--- src/hw/mcrb_pkg.sv ---
package mcrb_pkg;
   // ***********************************************************
   // Register offsets (serial control port addresses)
   // ***********************************************************
   localparam logic [7:0] ADDR_ANALOG_POWERDOWN_CTRL = 8'h43;
   localparam logic [7:0] ADDR_PIN_DRIVE_CTRL        = 8'h47;
   localparam logic [7:0] ADDR_DOMAIN_CROSSING_CTRL  = 8'h4b;
   localparam logic [7:0] ADDR_AUX_PIN0_SOURCE       = 8'h50;
   localparam logic [7:0] ADDR_AUX_PIN1_SOURCE       = 8'h51;
   localparam logic [7:0] ADDR_AUX_PAIR_SOURCE       = 8'h52;
   localparam logic [7:0] ADDR_CLOCK_WATCH_STATUS    = 8'h54;
   localparam logic [7:0] ADDR_CLOCK_WATCH_FLAGS     = 8'h55;

   // ***********************************************************
   // Reset values
   // ***********************************************************
   localparam logic [7:0] RST_ANALOG_POWERDOWN_CTRL = 8'h03;
   localparam logic [7:0] RST_PIN_DRIVE_CTRL        = 8'h2a;
   localparam logic [7:0] RST_DOMAIN_CROSSING_CTRL  = 8'h00;
   localparam logic [7:0] RST_AUX_PIN0_SOURCE       = 8'h15;
   localparam logic [7:0] RST_AUX_PIN1_SOURCE       = 8'h15;
   localparam logic [7:0] RST_AUX_PAIR_SOURCE       = 8'h00;

   // ***********************************************************
   // Field positions
   // ***********************************************************
   localparam int BIT_ANALOG_POWERDOWN      = 0;
   localparam int BIT_GATE_POWERDOWN_SELECT = 1;
   localparam int BIT_CROSSING_SOFT_RESET   = 7;
   localparam int LSB_CROSSING_RATIO        = 0;
   localparam int LSB_SERIAL_OUT_DRIVE      = 0;
   localparam int LSB_AUX_PIN_DRIVE         = 2;
   localparam int LSB_AUX_PIN_DIR           = 4;
   localparam int BIT_CLOCK_WATCH_HALT      = 7;
   localparam int BIT_RECOVERED_IDLE        = 5;
   localparam int BIT_LANE_ALIGN_SEEN       = 4;
   localparam int LSB_CLOCK_WATCH_VALUE     = 0;

   localparam logic [7:0] MASK_ANALOG_POWERDOWN_CTRL = 8'h03;
   localparam logic [7:0] MASK_PIN_DRIVE_CTRL        = 8'h3f;
   localparam logic [7:0] MASK_DOMAIN_CROSSING_CTRL  = 8'h83;
   localparam logic [7:0] DATA_ZERO                  = 8'h00;

   // ***********************************************************
   // Enumerations
   // ***********************************************************
   typedef enum logic [1:0] {
      MCRB_DRIVE_VLOW_NOISE = 2'h0,
      MCRB_DRIVE_MED_NOISE  = 2'h1,
      MCRB_DRIVE_LOW_NOISE  = 2'h2,
      MCRB_DRIVE_HIGH_NOISE = 2'h3
   } mcrb_drive_mode_t;

   typedef enum logic [1:0] {
      MCRB_RATIO_X2     = 2'h0,
      MCRB_RATIO_X4     = 2'h1,
      MCRB_RATIO_X8     = 2'h2,
      MCRB_RATIO_UNUSED = 2'h3
   } mcrb_ratio_t;

   // ***********************************************************
   // Carriers
   // ***********************************************************
   typedef struct packed {
      logic       wr;
      logic       rd;
      logic [7:0] addr;
      logic [7:0] wdata;
   } mcrb_req_t;

   typedef struct packed {
      logic [3:0] slew;   // One-hot per mode: vlow, med, low, high
      logic [1:0] code;
   } mcrb_drive_t;

   typedef struct packed {
      logic       halt;
      logic       recovered_idle;
      logic       lane_align_seen;
      logic [3:0] value;
      logic [7:0] flag_bits;
   } mcrb_mon_t;
endpackage : mcrb_pkg

--- src/hw/mcrb_drive_decode.sv ---
`timescale 1ns/10ps
module mcrb_drive_decode
   import mcrb_pkg::*;
(
   input  wire logic                        clk_in,
   input  wire logic                        srst_in,
   input  wire logic [1:0]                  drive_mode_in,
   output mcrb_pkg::mcrb_drive_t            drive_out
);
   import mcrb_pkg::*;

   mcrb_drive_t drive;
   mcrb_drive_t next_drive;

   // ***********************************************************
   // Drive mode decode
   // ***********************************************************
   always_comb
   begin
      next_drive.code = drive_mode_in;
      case (mcrb_drive_mode_t'(drive_mode_in))
         MCRB_DRIVE_VLOW_NOISE: next_drive.slew = 4'h1;
         MCRB_DRIVE_MED_NOISE:  next_drive.slew = 4'h2;
         MCRB_DRIVE_LOW_NOISE:  next_drive.slew = 4'h4;
         MCRB_DRIVE_HIGH_NOISE: next_drive.slew = 4'h8;
         default:               next_drive.slew = 4'h4;
      endcase
   end

   always_ff @(posedge clk_in)
   begin
      if (srst_in)
      begin
         drive <= '{slew: 4'h4, code: MCRB_DRIVE_LOW_NOISE};
      end
      else
      begin
         drive <= next_drive;
      end
   end

   assign drive_out = drive;
endmodule : mcrb_drive_decode

--- src/hw/mcrb_main.sv ---
// Contract
// Gate-powerdown select bit lets transmit gate pin trigger analog power down.
// Analog powerdown bit one powers down analog except clocks; zero does nothing.
// Aux pin direction bits 5:4, one input, zero output, default 10.
// Aux pin drive field bits 3:2 sets aux drive mode, default 10.
// Serial out drive field bits 1:0 sets serial pin drive, default 10.
// Drive codes: 00 very low noise, 01 medium, 10 low, 11 high.
// Writing one to soft reset bit 7 resets crossing logic; zero no action.
// Ratio field 00 x2, 01 x4, 10 x8; software never writes 11.
// Two source registers select internal signal for aux pin 0 and 1.
// Third source register selects joint routing for the aux pin pair.
// Status bit 7 reports clock watch halt indication.
// Status bit 5 flags recovered clock idle.
// Status bit 4 flags lane alignment sequence received.
// Status bits 3:0 return the clock watch value.
// Flags register returns eight clock watch flag bits.
// Monitor registers hold undefined contents after power up and reset.
`timescale 1ns/10ps
module mcrb_main
   import mcrb_pkg::*;
(
   input  wire logic                        clk_in,
   input  wire logic                        srst_in,
   input  mcrb_pkg::mcrb_req_t              req_in,
   output logic [7:0]                       rdata_out,
   output logic                             rvalid_out,
   input  wire logic                        transmit_gate_pin_in,
   input  mcrb_pkg::mcrb_mon_t              mon_in,
   output logic                             analog_powerdown_out,
   output logic [1:0]                       aux_pin_dir_out,
   output mcrb_pkg::mcrb_drive_t            aux_pin_drive_out,
   output mcrb_pkg::mcrb_drive_t            serial_out_drive_out,
   output logic                             crossing_soft_reset_out,
   output mcrb_pkg::mcrb_ratio_t            crossing_ratio_out,
   output logic [7:0]                       aux_pin0_sel_out,
   output logic [7:0]                       aux_pin1_sel_out,
   output logic [7:0]                       aux_pair_sel_out
);
   import mcrb_pkg::*;

   // ***********************************************************
   // Register state
   // ***********************************************************
   logic [7:0] analog_powerdown_ctrl;
   logic [7:0] pin_drive_ctrl;
   logic [7:0] domain_crossing_ctrl;
   logic [7:0] aux_pin0_source;
   logic [7:0] aux_pin1_source;
   logic [7:0] aux_pair_source;
   logic [7:0] next_analog_powerdown_ctrl;
   logic [7:0] next_pin_drive_ctrl;
   logic [7:0] next_domain_crossing_ctrl;
   logic [7:0] next_aux_pin0_source;
   logic [7:0] next_aux_pin1_source;
   logic [7:0] next_aux_pair_source;
   logic       soft_reset_pulse;
   logic       next_soft_reset_pulse;
   logic [7:0] rdata;
   logic [7:0] next_rdata;
   logic       rvalid;
   logic       next_rvalid;
   logic       gate_meta;
   logic       gate_sync;
   logic       powerdown;
   logic       next_powerdown;
   logic [7:0] mon_status;
   logic [7:0] mon_flags;
   logic [1:0]  drive_field [2];
   mcrb_drive_t drive_word  [2];

   function automatic logic hit(input mcrb_req_t r, input logic [7:0] a);
      hit = r.wr && (r.addr == a);
   endfunction : hit

   // ***********************************************************
   // Transmit gate pin synchroniser
   // ***********************************************************
   always_ff @(posedge clk_in)
   begin
      if (srst_in)
      begin
         gate_meta <= 1'b0;
         gate_sync <= 1'b0;
      end
      else
      begin
         gate_meta <= transmit_gate_pin_in;
         gate_sync <= gate_meta;
      end
   end

   // ***********************************************************
   // Power down register writes
   // ***********************************************************
   always_comb
   begin
      next_analog_powerdown_ctrl = analog_powerdown_ctrl;
      if (hit(req_in, ADDR_ANALOG_POWERDOWN_CTRL))
      begin
         next_analog_powerdown_ctrl = req_in.wdata & MASK_ANALOG_POWERDOWN_CTRL;
      end
   end

   always_ff @(posedge clk_in)
   begin
      if (srst_in)
      begin
         analog_powerdown_ctrl <= RST_ANALOG_POWERDOWN_CTRL;
      end
      else
      begin
         analog_powerdown_ctrl <= next_analog_powerdown_ctrl;
      end
   end

   // ***********************************************************
   // Pin drive register writes
   // ***********************************************************
   always_comb
   begin
      next_pin_drive_ctrl = pin_drive_ctrl;
      if (hit(req_in, ADDR_PIN_DRIVE_CTRL))
      begin
         next_pin_drive_ctrl = req_in.wdata & MASK_PIN_DRIVE_CTRL;
      end
   end

   always_ff @(posedge clk_in)
   begin
      if (srst_in)
      begin
         pin_drive_ctrl <= RST_PIN_DRIVE_CTRL;
      end
      else
      begin
         pin_drive_ctrl <= next_pin_drive_ctrl;
      end
   end

   // ***********************************************************
   // Crossing register writes
   // ***********************************************************
   always_comb
   begin
      next_domain_crossing_ctrl = domain_crossing_ctrl;
      if (hit(req_in, ADDR_DOMAIN_CROSSING_CTRL))
      begin
         next_domain_crossing_ctrl = req_in.wdata & MASK_DOMAIN_CROSSING_CTRL;
      end
   end

   always_ff @(posedge clk_in)
   begin
      if (srst_in)
      begin
         domain_crossing_ctrl <= RST_DOMAIN_CROSSING_CTRL;
      end
      else
      begin
         domain_crossing_ctrl <= next_domain_crossing_ctrl;
      end
   end

   // ***********************************************************
   // Crossing soft reset pulse
   // ***********************************************************
   always_comb
   begin
      next_soft_reset_pulse = hit(req_in, ADDR_DOMAIN_CROSSING_CTRL)
                              && req_in.wdata[BIT_CROSSING_SOFT_RESET];
   end

   always_ff @(posedge clk_in)
   begin
      if (srst_in)
      begin
         soft_reset_pulse <= 1'b0;
      end
      else
      begin
         soft_reset_pulse <= next_soft_reset_pulse;
      end
   end

   // ***********************************************************
   // Auxiliary pin source writes
   // ***********************************************************
   always_comb
   begin
      next_aux_pin0_source = aux_pin0_source;
      next_aux_pin1_source = aux_pin1_source;
      next_aux_pair_source = aux_pair_source;
      if (hit(req_in, ADDR_AUX_PIN0_SOURCE))
      begin
         next_aux_pin0_source = req_in.wdata;
      end
      if (hit(req_in, ADDR_AUX_PIN1_SOURCE))
      begin
         next_aux_pin1_source = req_in.wdata;
      end
      if (hit(req_in, ADDR_AUX_PAIR_SOURCE))
      begin
         next_aux_pair_source = req_in.wdata;
      end
   end

   always_ff @(posedge clk_in)
   begin
      if (srst_in)
      begin
         aux_pin0_source <= RST_AUX_PIN0_SOURCE;
         aux_pin1_source <= RST_AUX_PIN1_SOURCE;
         aux_pair_source <= RST_AUX_PAIR_SOURCE;
      end
      else
      begin
         aux_pin0_source <= next_aux_pin0_source;
         aux_pin1_source <= next_aux_pin1_source;
         aux_pair_source <= next_aux_pair_source;
      end
   end

   // ***********************************************************
   // Power down control
   // ***********************************************************
   always_comb
   begin
      next_powerdown = analog_powerdown_ctrl[BIT_ANALOG_POWERDOWN];
      if (analog_powerdown_ctrl[BIT_GATE_POWERDOWN_SELECT] && gate_sync)
      begin
         next_powerdown = 1'b1;
      end
   end

   always_ff @(posedge clk_in)
   begin
      if (srst_in)
      begin
         powerdown <= 1'b0;
      end
      else
      begin
         powerdown <= next_powerdown;
      end
   end

   // ***********************************************************
   // Drive mode decoders
   // ***********************************************************
   assign drive_field[0] = pin_drive_ctrl[LSB_AUX_PIN_DRIVE +: 2];
   assign drive_field[1] = pin_drive_ctrl[LSB_SERIAL_OUT_DRIVE +: 2];

   for (genvar g = 0; g < 2; g++)
   begin : g_drive
      mcrb_drive_decode u_drive (
         .clk_in        (clk_in),
         .srst_in       (srst_in),
         .drive_mode_in (drive_field[g]),
         .drive_out     (drive_word[g])
      );
   end

   // ***********************************************************
   // Monitor status, passed straight from the monitors
   // ***********************************************************
   always_comb
   begin
      mon_status = DATA_ZERO;
      mon_status[BIT_CLOCK_WATCH_HALT]            = mon_in.halt;
      mon_status[BIT_RECOVERED_IDLE]              = mon_in.recovered_idle;
      mon_status[BIT_LANE_ALIGN_SEEN]             = mon_in.lane_align_seen;
      mon_status[LSB_CLOCK_WATCH_VALUE +: 4]      = mon_in.value;
      mon_flags                                   = mon_in.flag_bits;
   end

   // ***********************************************************
   // Register reads
   // ***********************************************************
   always_comb
   begin
      next_rvalid = req_in.rd;
      next_rdata  = rdata;
      if (req_in.rd)
      begin
         case (req_in.addr)
            ADDR_ANALOG_POWERDOWN_CTRL: next_rdata = analog_powerdown_ctrl;
            ADDR_PIN_DRIVE_CTRL:        next_rdata = pin_drive_ctrl;
            ADDR_DOMAIN_CROSSING_CTRL:  next_rdata = domain_crossing_ctrl;
            ADDR_AUX_PIN0_SOURCE:       next_rdata = aux_pin0_source;
            ADDR_AUX_PIN1_SOURCE:       next_rdata = aux_pin1_source;
            ADDR_AUX_PAIR_SOURCE:       next_rdata = aux_pair_source;
            ADDR_CLOCK_WATCH_STATUS:    next_rdata = mon_status;
            ADDR_CLOCK_WATCH_FLAGS:     next_rdata = mon_flags;
            default:                    next_rdata = DATA_ZERO;
         endcase
      end
   end

   always_ff @(posedge clk_in)
   begin
      if (srst_in)
      begin
         rdata  <= DATA_ZERO;
         rvalid <= 1'b0;
      end
      else
      begin
         rdata  <= next_rdata;
         rvalid <= next_rvalid;
      end
   end

   // ***********************************************************
   // Outputs
   // ***********************************************************
   assign rdata_out               = rdata;
   assign rvalid_out              = rvalid;
   assign analog_powerdown_out    = powerdown;
   assign aux_pin_dir_out         = pin_drive_ctrl[LSB_AUX_PIN_DIR +: 2];
   assign aux_pin_drive_out       = drive_word[0];
   assign serial_out_drive_out    = drive_word[1];
   assign crossing_soft_reset_out = soft_reset_pulse;
   assign crossing_ratio_out      = mcrb_ratio_t'(domain_crossing_ctrl[LSB_CROSSING_RATIO +: 2]);
   assign aux_pin0_sel_out        = aux_pin0_source;
   assign aux_pin1_sel_out        = aux_pin1_source;
   assign aux_pair_sel_out        = aux_pair_source;
endmodule : mcrb_main

--- config.mk ---
export PLATFORM = sky130hd
export DESIGN_NAME = mcrb_main
export DESIGN_NICKNAME = d
export VERILOG_FILES = /design/src/hw/mcrb_pkg.sv /design/src/hw/mcrb_drive_decode.sv /design/src/hw/mcrb_main.sv
export SDC_FILE = /design/constraint.sdc
export NUM_CORES = 1
export LEC_CHECK = 0
export BUFFER_PORTS_ARGS = -buffer_cell sky130_fd_sc_hd__buf_4
export CAP_MARGIN = 25
export CORE_UTILIZATION = 30
export CTS_CLUSTER_SIZE = 28
export DETAILED_ROUTE_END_ITERATION = 10
export HOLD_SLACK_MARGIN = 0.05
export PLACE_DENSITY_LB_ADDON = 0.1
export SLEW_MARGIN = 20
export SYNTH_ARGS = -nofsm -noshare
export SYNTH_HDL_FRONTEND = slang
export SYNTH_HIERARCHICAL = 1
export SYNTH_SLANG_ARGS = --single-unit
--- constraint.sdc ---
create_clock -name clk_in -period 2.5 [get_ports clk_in]
set_clock_uncertainty 0.15 [all_clocks]
set_input_delay 0.625 -clock clk_in [delete_from_list [all_inputs] [get_ports clk_in]]
set_output_delay 0.625 -clock clk_in [all_outputs]
set_load 0.02 [all_outputs]
; ---- Word-level counts from Yosys, hierarchy flattened
; Cells that the tools add are included.
[word_totals]
word_cells = 44
ff_bits = 60
inputBits = 36
output_inout_bits = 51
[op_classes]
n_reduce_logical = 10
eq_ne = 14
mux = 4
[op_table]
columns = op, count
row1 = "equality test 8 x 7 -> 1 bit, second input constant", 8
row2 = case mux 8 bit (8 select lines), 1
row3 = case mux 4 bit (4 select lines), 2
row4 = "equality test 2 bit, second input constant", 4
row5 = logical AND 1 bit, 8
row6 = "equality test 2 x 1 -> 1 bit, second input constant", 2
row7 = logical NOT 2 bit, 2
row8 = 2-to-1 mux 1 bit, 1

; ---- Longest topological paths before layout
[logic_depth]
word_depth = 3
depth_mapped = 7
mapped_depth_nobuf = 5

; ---- Hierarchy
; The synthesis kept the hierarchy.
[by_module_without_submodules]
columns = module, n_inst, seq_area_each_um2, area_per_inst_um2, cells_each
row1 = mcrb_main, 1, 960.9, 2356.0, 254
row2 = mcrb_drive_decode, 2, 120.1, 167.7, 13

; ---- Worst setup path after synthesis
; Ideal clock, no wire load.
[synth_timing]
kind = input -> register
startpoint = input port req_in[9] (netlist name)
endpoint = register aux_pin0_source[2], in the netlist aux_pin0_sel_out[2]
path_stages = 6
required_time_ns = 2.230
arrival_ns = 1.889
setup_slack_ns = 0.342
path_buffers = 2
setup_time_ns = 0.120
cell_sequence = buf_6 or4b_4 nor3_4 buf_6 nor2b_1 a211o_1
[synth_between]
elab_chain_cells = 2
[synth_lines]
columns = element, line_no
row1 = start: declaration, mcrb_main.sv:24  ; input mcrb_pkg::mcrb_req_t req_in,
row2 = equality test 8 x 7 -> 1 bit, mcrb_main.sv:72  ; hit = r.wr && (r.addr == a);
row3 = logical AND 1 bit, mcrb_main.sv:72
row4 = end signal: assignment, mcrb_main.sv:217  ; aux_pin0_source <= next_aux_pin0_source;
row5 = end: declaration, mcrb_main.sv:47  ; logic [7:0] aux_pin0_source;
; No other way between the ends.
; A chain may end at the register's enable or synchronous reset.

; ---- Final worst setup path
[layout_timing]
startpoint = input port req_in[13] (netlist name)
endpoint = register rdata[1], in the netlist rdata_out[1]
[layout_between]
elab_chain_cells = 2
elab_cells_between_ends = 9
cone_classes = 8 x eq/ne / 1 x mux
[layout_lines]
columns = element, line_no
row1 = equality test 8 x 7 -> 1 bit, mcrb_main.sv:285  ; case (req_in.addr)
row2 = case mux 8 bit (8 select lines) (*), mcrb_main.sv:285
row3 = end signal: assignment, mcrb_main.sv:308  ; rdata <= next_rdata;
row4 = end: declaration, mcrb_main.sv:58  ; logic [7:0] rdata;
; Mark *: on every way between the ends. The rest lies on a longest branch, timed or not.

==> flow_summary.yaml <==
yosys:
  synth.largest_area_cell: "dfxtp_1"
  synth.distinct_cells: 49
  netlist.area_leader.share_pct: 44.6
  netlist_area_mm2: 0.00269
  synth_cells: 280
  async_reset_ff_share_pct: 0
  yosysMostFrequentCell: "dfxtp_1"
  yosys_warnings: 6
  synth_ff_type: "dfxtp_1"
  ys_top_cells_by_area: "dfxtp_1, mux2i_1, nor2_1, a211o_1, nor2b_1"
  synth_nets: 316
  ys_seq_area_share_pct: 44.6
  synth.top_cells.by_count: "dfxtp_1, nor2_1, mux2i_1"
  synth-seq-cells: 60
  synth_edf_count: 0
  postSynthAreaPerCell_um2: 9.61
clocking:
  cts_inserted_buffers: 9
  cts_tree: "done"
  clkLatencyLatePin_ns: 0.33
  clk_pin_slew_worst_paths_ns: 0.07
  cts-root-buf: "clkbuf_8"
  postCtsHoldBufs: 0
  htree_levels: 3
  cts.repair.resized: 0
  cts_buffer_depth: 2
  cts_setup_buffers: 0
  cts.sinks: 60
floorplan:
  fp.dieH_um: 96.7
  die_w_um: 96.7
  fp-row-count: 34
  num_io_pins: 87
  start_util_pct: 30.9
  die_area_mm2: 0.00935
  core_area_mm2: 0.00872
global_routing:
  grt_max_degree: 53
  grtUsageTotal_pct: 17.3
  antenna_found_initial: 0
  grt_pass1_vias: 2251
  grt_remaining_overflow: 0
  grt_pass1_wl_um: 12500
job:
  drv_cap: 0
placement:
  place_ws_ns: 0.121
  gp_congestion: 0.754
  portBuffers: 86
  dp_hpwl_um: 5930
worst_setup_path:
  required_ns: 2.62
  cp-end-kind: "flip-flop"
  critical_path_class: "in2reg"
  crit_arrival_ns: 2.13
  cp_max_fo: 4
  cp-start-kind: "input pin"
sta:
  tns_ns: 0
  fmaxAchievable_mhz: 497
  hold_viol: 0
  fin_crit_sh_pct: 80.5
  fin_ws_ns: 0.488
  setup_violations: 0
  rsz0062_at_grt: "false"
  period_minus_slack_ns: 2.01
  worst_slew_pin_slew_ns: 0.574
  drv_slew: 0
  slew_headroom_pct: 61.7
detailed_routing:
  firstDrtPassIters: 4
  vias_per_cell: 5.01
  avgRoutedWirePerCell_um: 16.7
  dr.first_iter.drc_count: 79
  wl_um: 7980
  drtAntennaViolNets: 0
  via_count: 2399
  remaining_drc_errors: 0
finish:
  multiInputGateArea_mm2: 0.00133
  nets: 403
  area_growth_pct: 33.7
  seqCellArea_mm2: 0.00120
  layout-drive-gt1-share_pct: 35.6
  diodes: 0
  final.fill_count: 892
min_path:
  min_path_type: "reg2reg"
power:
  vdd_drop_max_v: 0.000195
  leakage_nw: 1.46
  power_density_mw_per_mm2: 527
outcome:
  status: "finished, final reports clean"
[per-stage QoR]
step | instances | total power, W | hold slack (ns) | cell area (um2) | utilization [%]
after floorplan | 280 | 0.00106 | 0.264 | 2690 | -
after global placement | 464 | 0.00114 | 0.271 | 3430 | 39.3
after detailed placement | 464 | 0.00114 | 0.270 | 3430 | 39.3
after CTS | 479 | 0.00192 | 0.286 | 3600 | 41.2
after global routing | 479 | 0.00197 | 0.308 | 3600 | 41.2
final | 479 | 0.00190 | 0.285 | 3600 | 41.2
[layer usage]
metal  part of all wire [%]  wire length [um]  GRT usage [%]
met5                      0                 0              0
met4                    2.6               204           7.92
met3                    4.8               386           5.13
met2                     44              3510           25.0
met1                     49              3880           23.7
[cell type report]
type,instances,share of cell area [%]
multi-input cells,190,37.0
flip-flops and latches,60,33.4
repair buffers,97,20.2
clock buffers,13,4.42
well taps,108,3.76
inverters,9,0.939
clock inverters,2,0.278
[worst max-delay path, stage by stage]
cell	delay [ns]
buf_4	0.13
or3b_2	0.53
nor4_1	0.42
buf_4	0.21
nand2_1	0.06
a31oi_1	0.15
[final timing paths]
check,startpoint,slack [ns],endpoint,cells after the start
min,gate_meta,0.29,gate_sync,1
min reg2reg,gate_meta,0.29,gate_sync,1
max reg2reg,aux_pair_sel_out[3],1.00,rdata_out[3],5
max,req_in[13],0.49,rdata_out[1],6
[logic make-up after synthesis]
kind of cell / Yosys count / share of synthesized area (%)
flops: 60 / 44.6
compound gates: 54 / 14.8
mux: 32 / 12.1
buf+inv: 30 / 5.95
simple gates: 104 / 22.5
[state kept, by name (all words and copies together), names as in the netlist, 2 cells and up]
signal                     cells
rdata_out                      8
aux_pin0_sel_out               8
g_drive.u_drive/drive_out     12
aux_pin1_sel_out               8
pin_drive_ctrl                 6
domain_crossing_ctrl           3
analog_powerdown_ctrl          2
aux_pair_sel_out               8
[cells in the final DEF (no fill, tap or decap), types with 4 or more instances in the layout]
master / instances
buf_4: 97
dfxtp_1: 60
nor2_1: 33
mux2i_1: 27
nor2b_1: 15
nand2_1: 12
a211o_1: 11
clkbuf_8: 11
inv_1: 9
nand3_1: 8
a21oi_1: 8
o21ai_0: 7
mux2_2: 5
a32o_1: 4
and2_1: 4
nand2b_1: 4
a22oi_1: 4
a21o_1: 4
nor2_2: 4
[where the power goes]
part | total [W] | switching (W) | leakage (nW) | internal (W)
Clock | 0.000776 | 0.000370 | 0.0893 | 0.000406
Sequential | 0.000962 | 0.00000154 | 0.485 | 0.000960
Combinational | 0.000158 | 0.0000869 | 0.885 | 0.0000712
Total | 0.00190 | 0.000458 | 1.46 | 0.00144
Power figures use the tool's default switching activity.
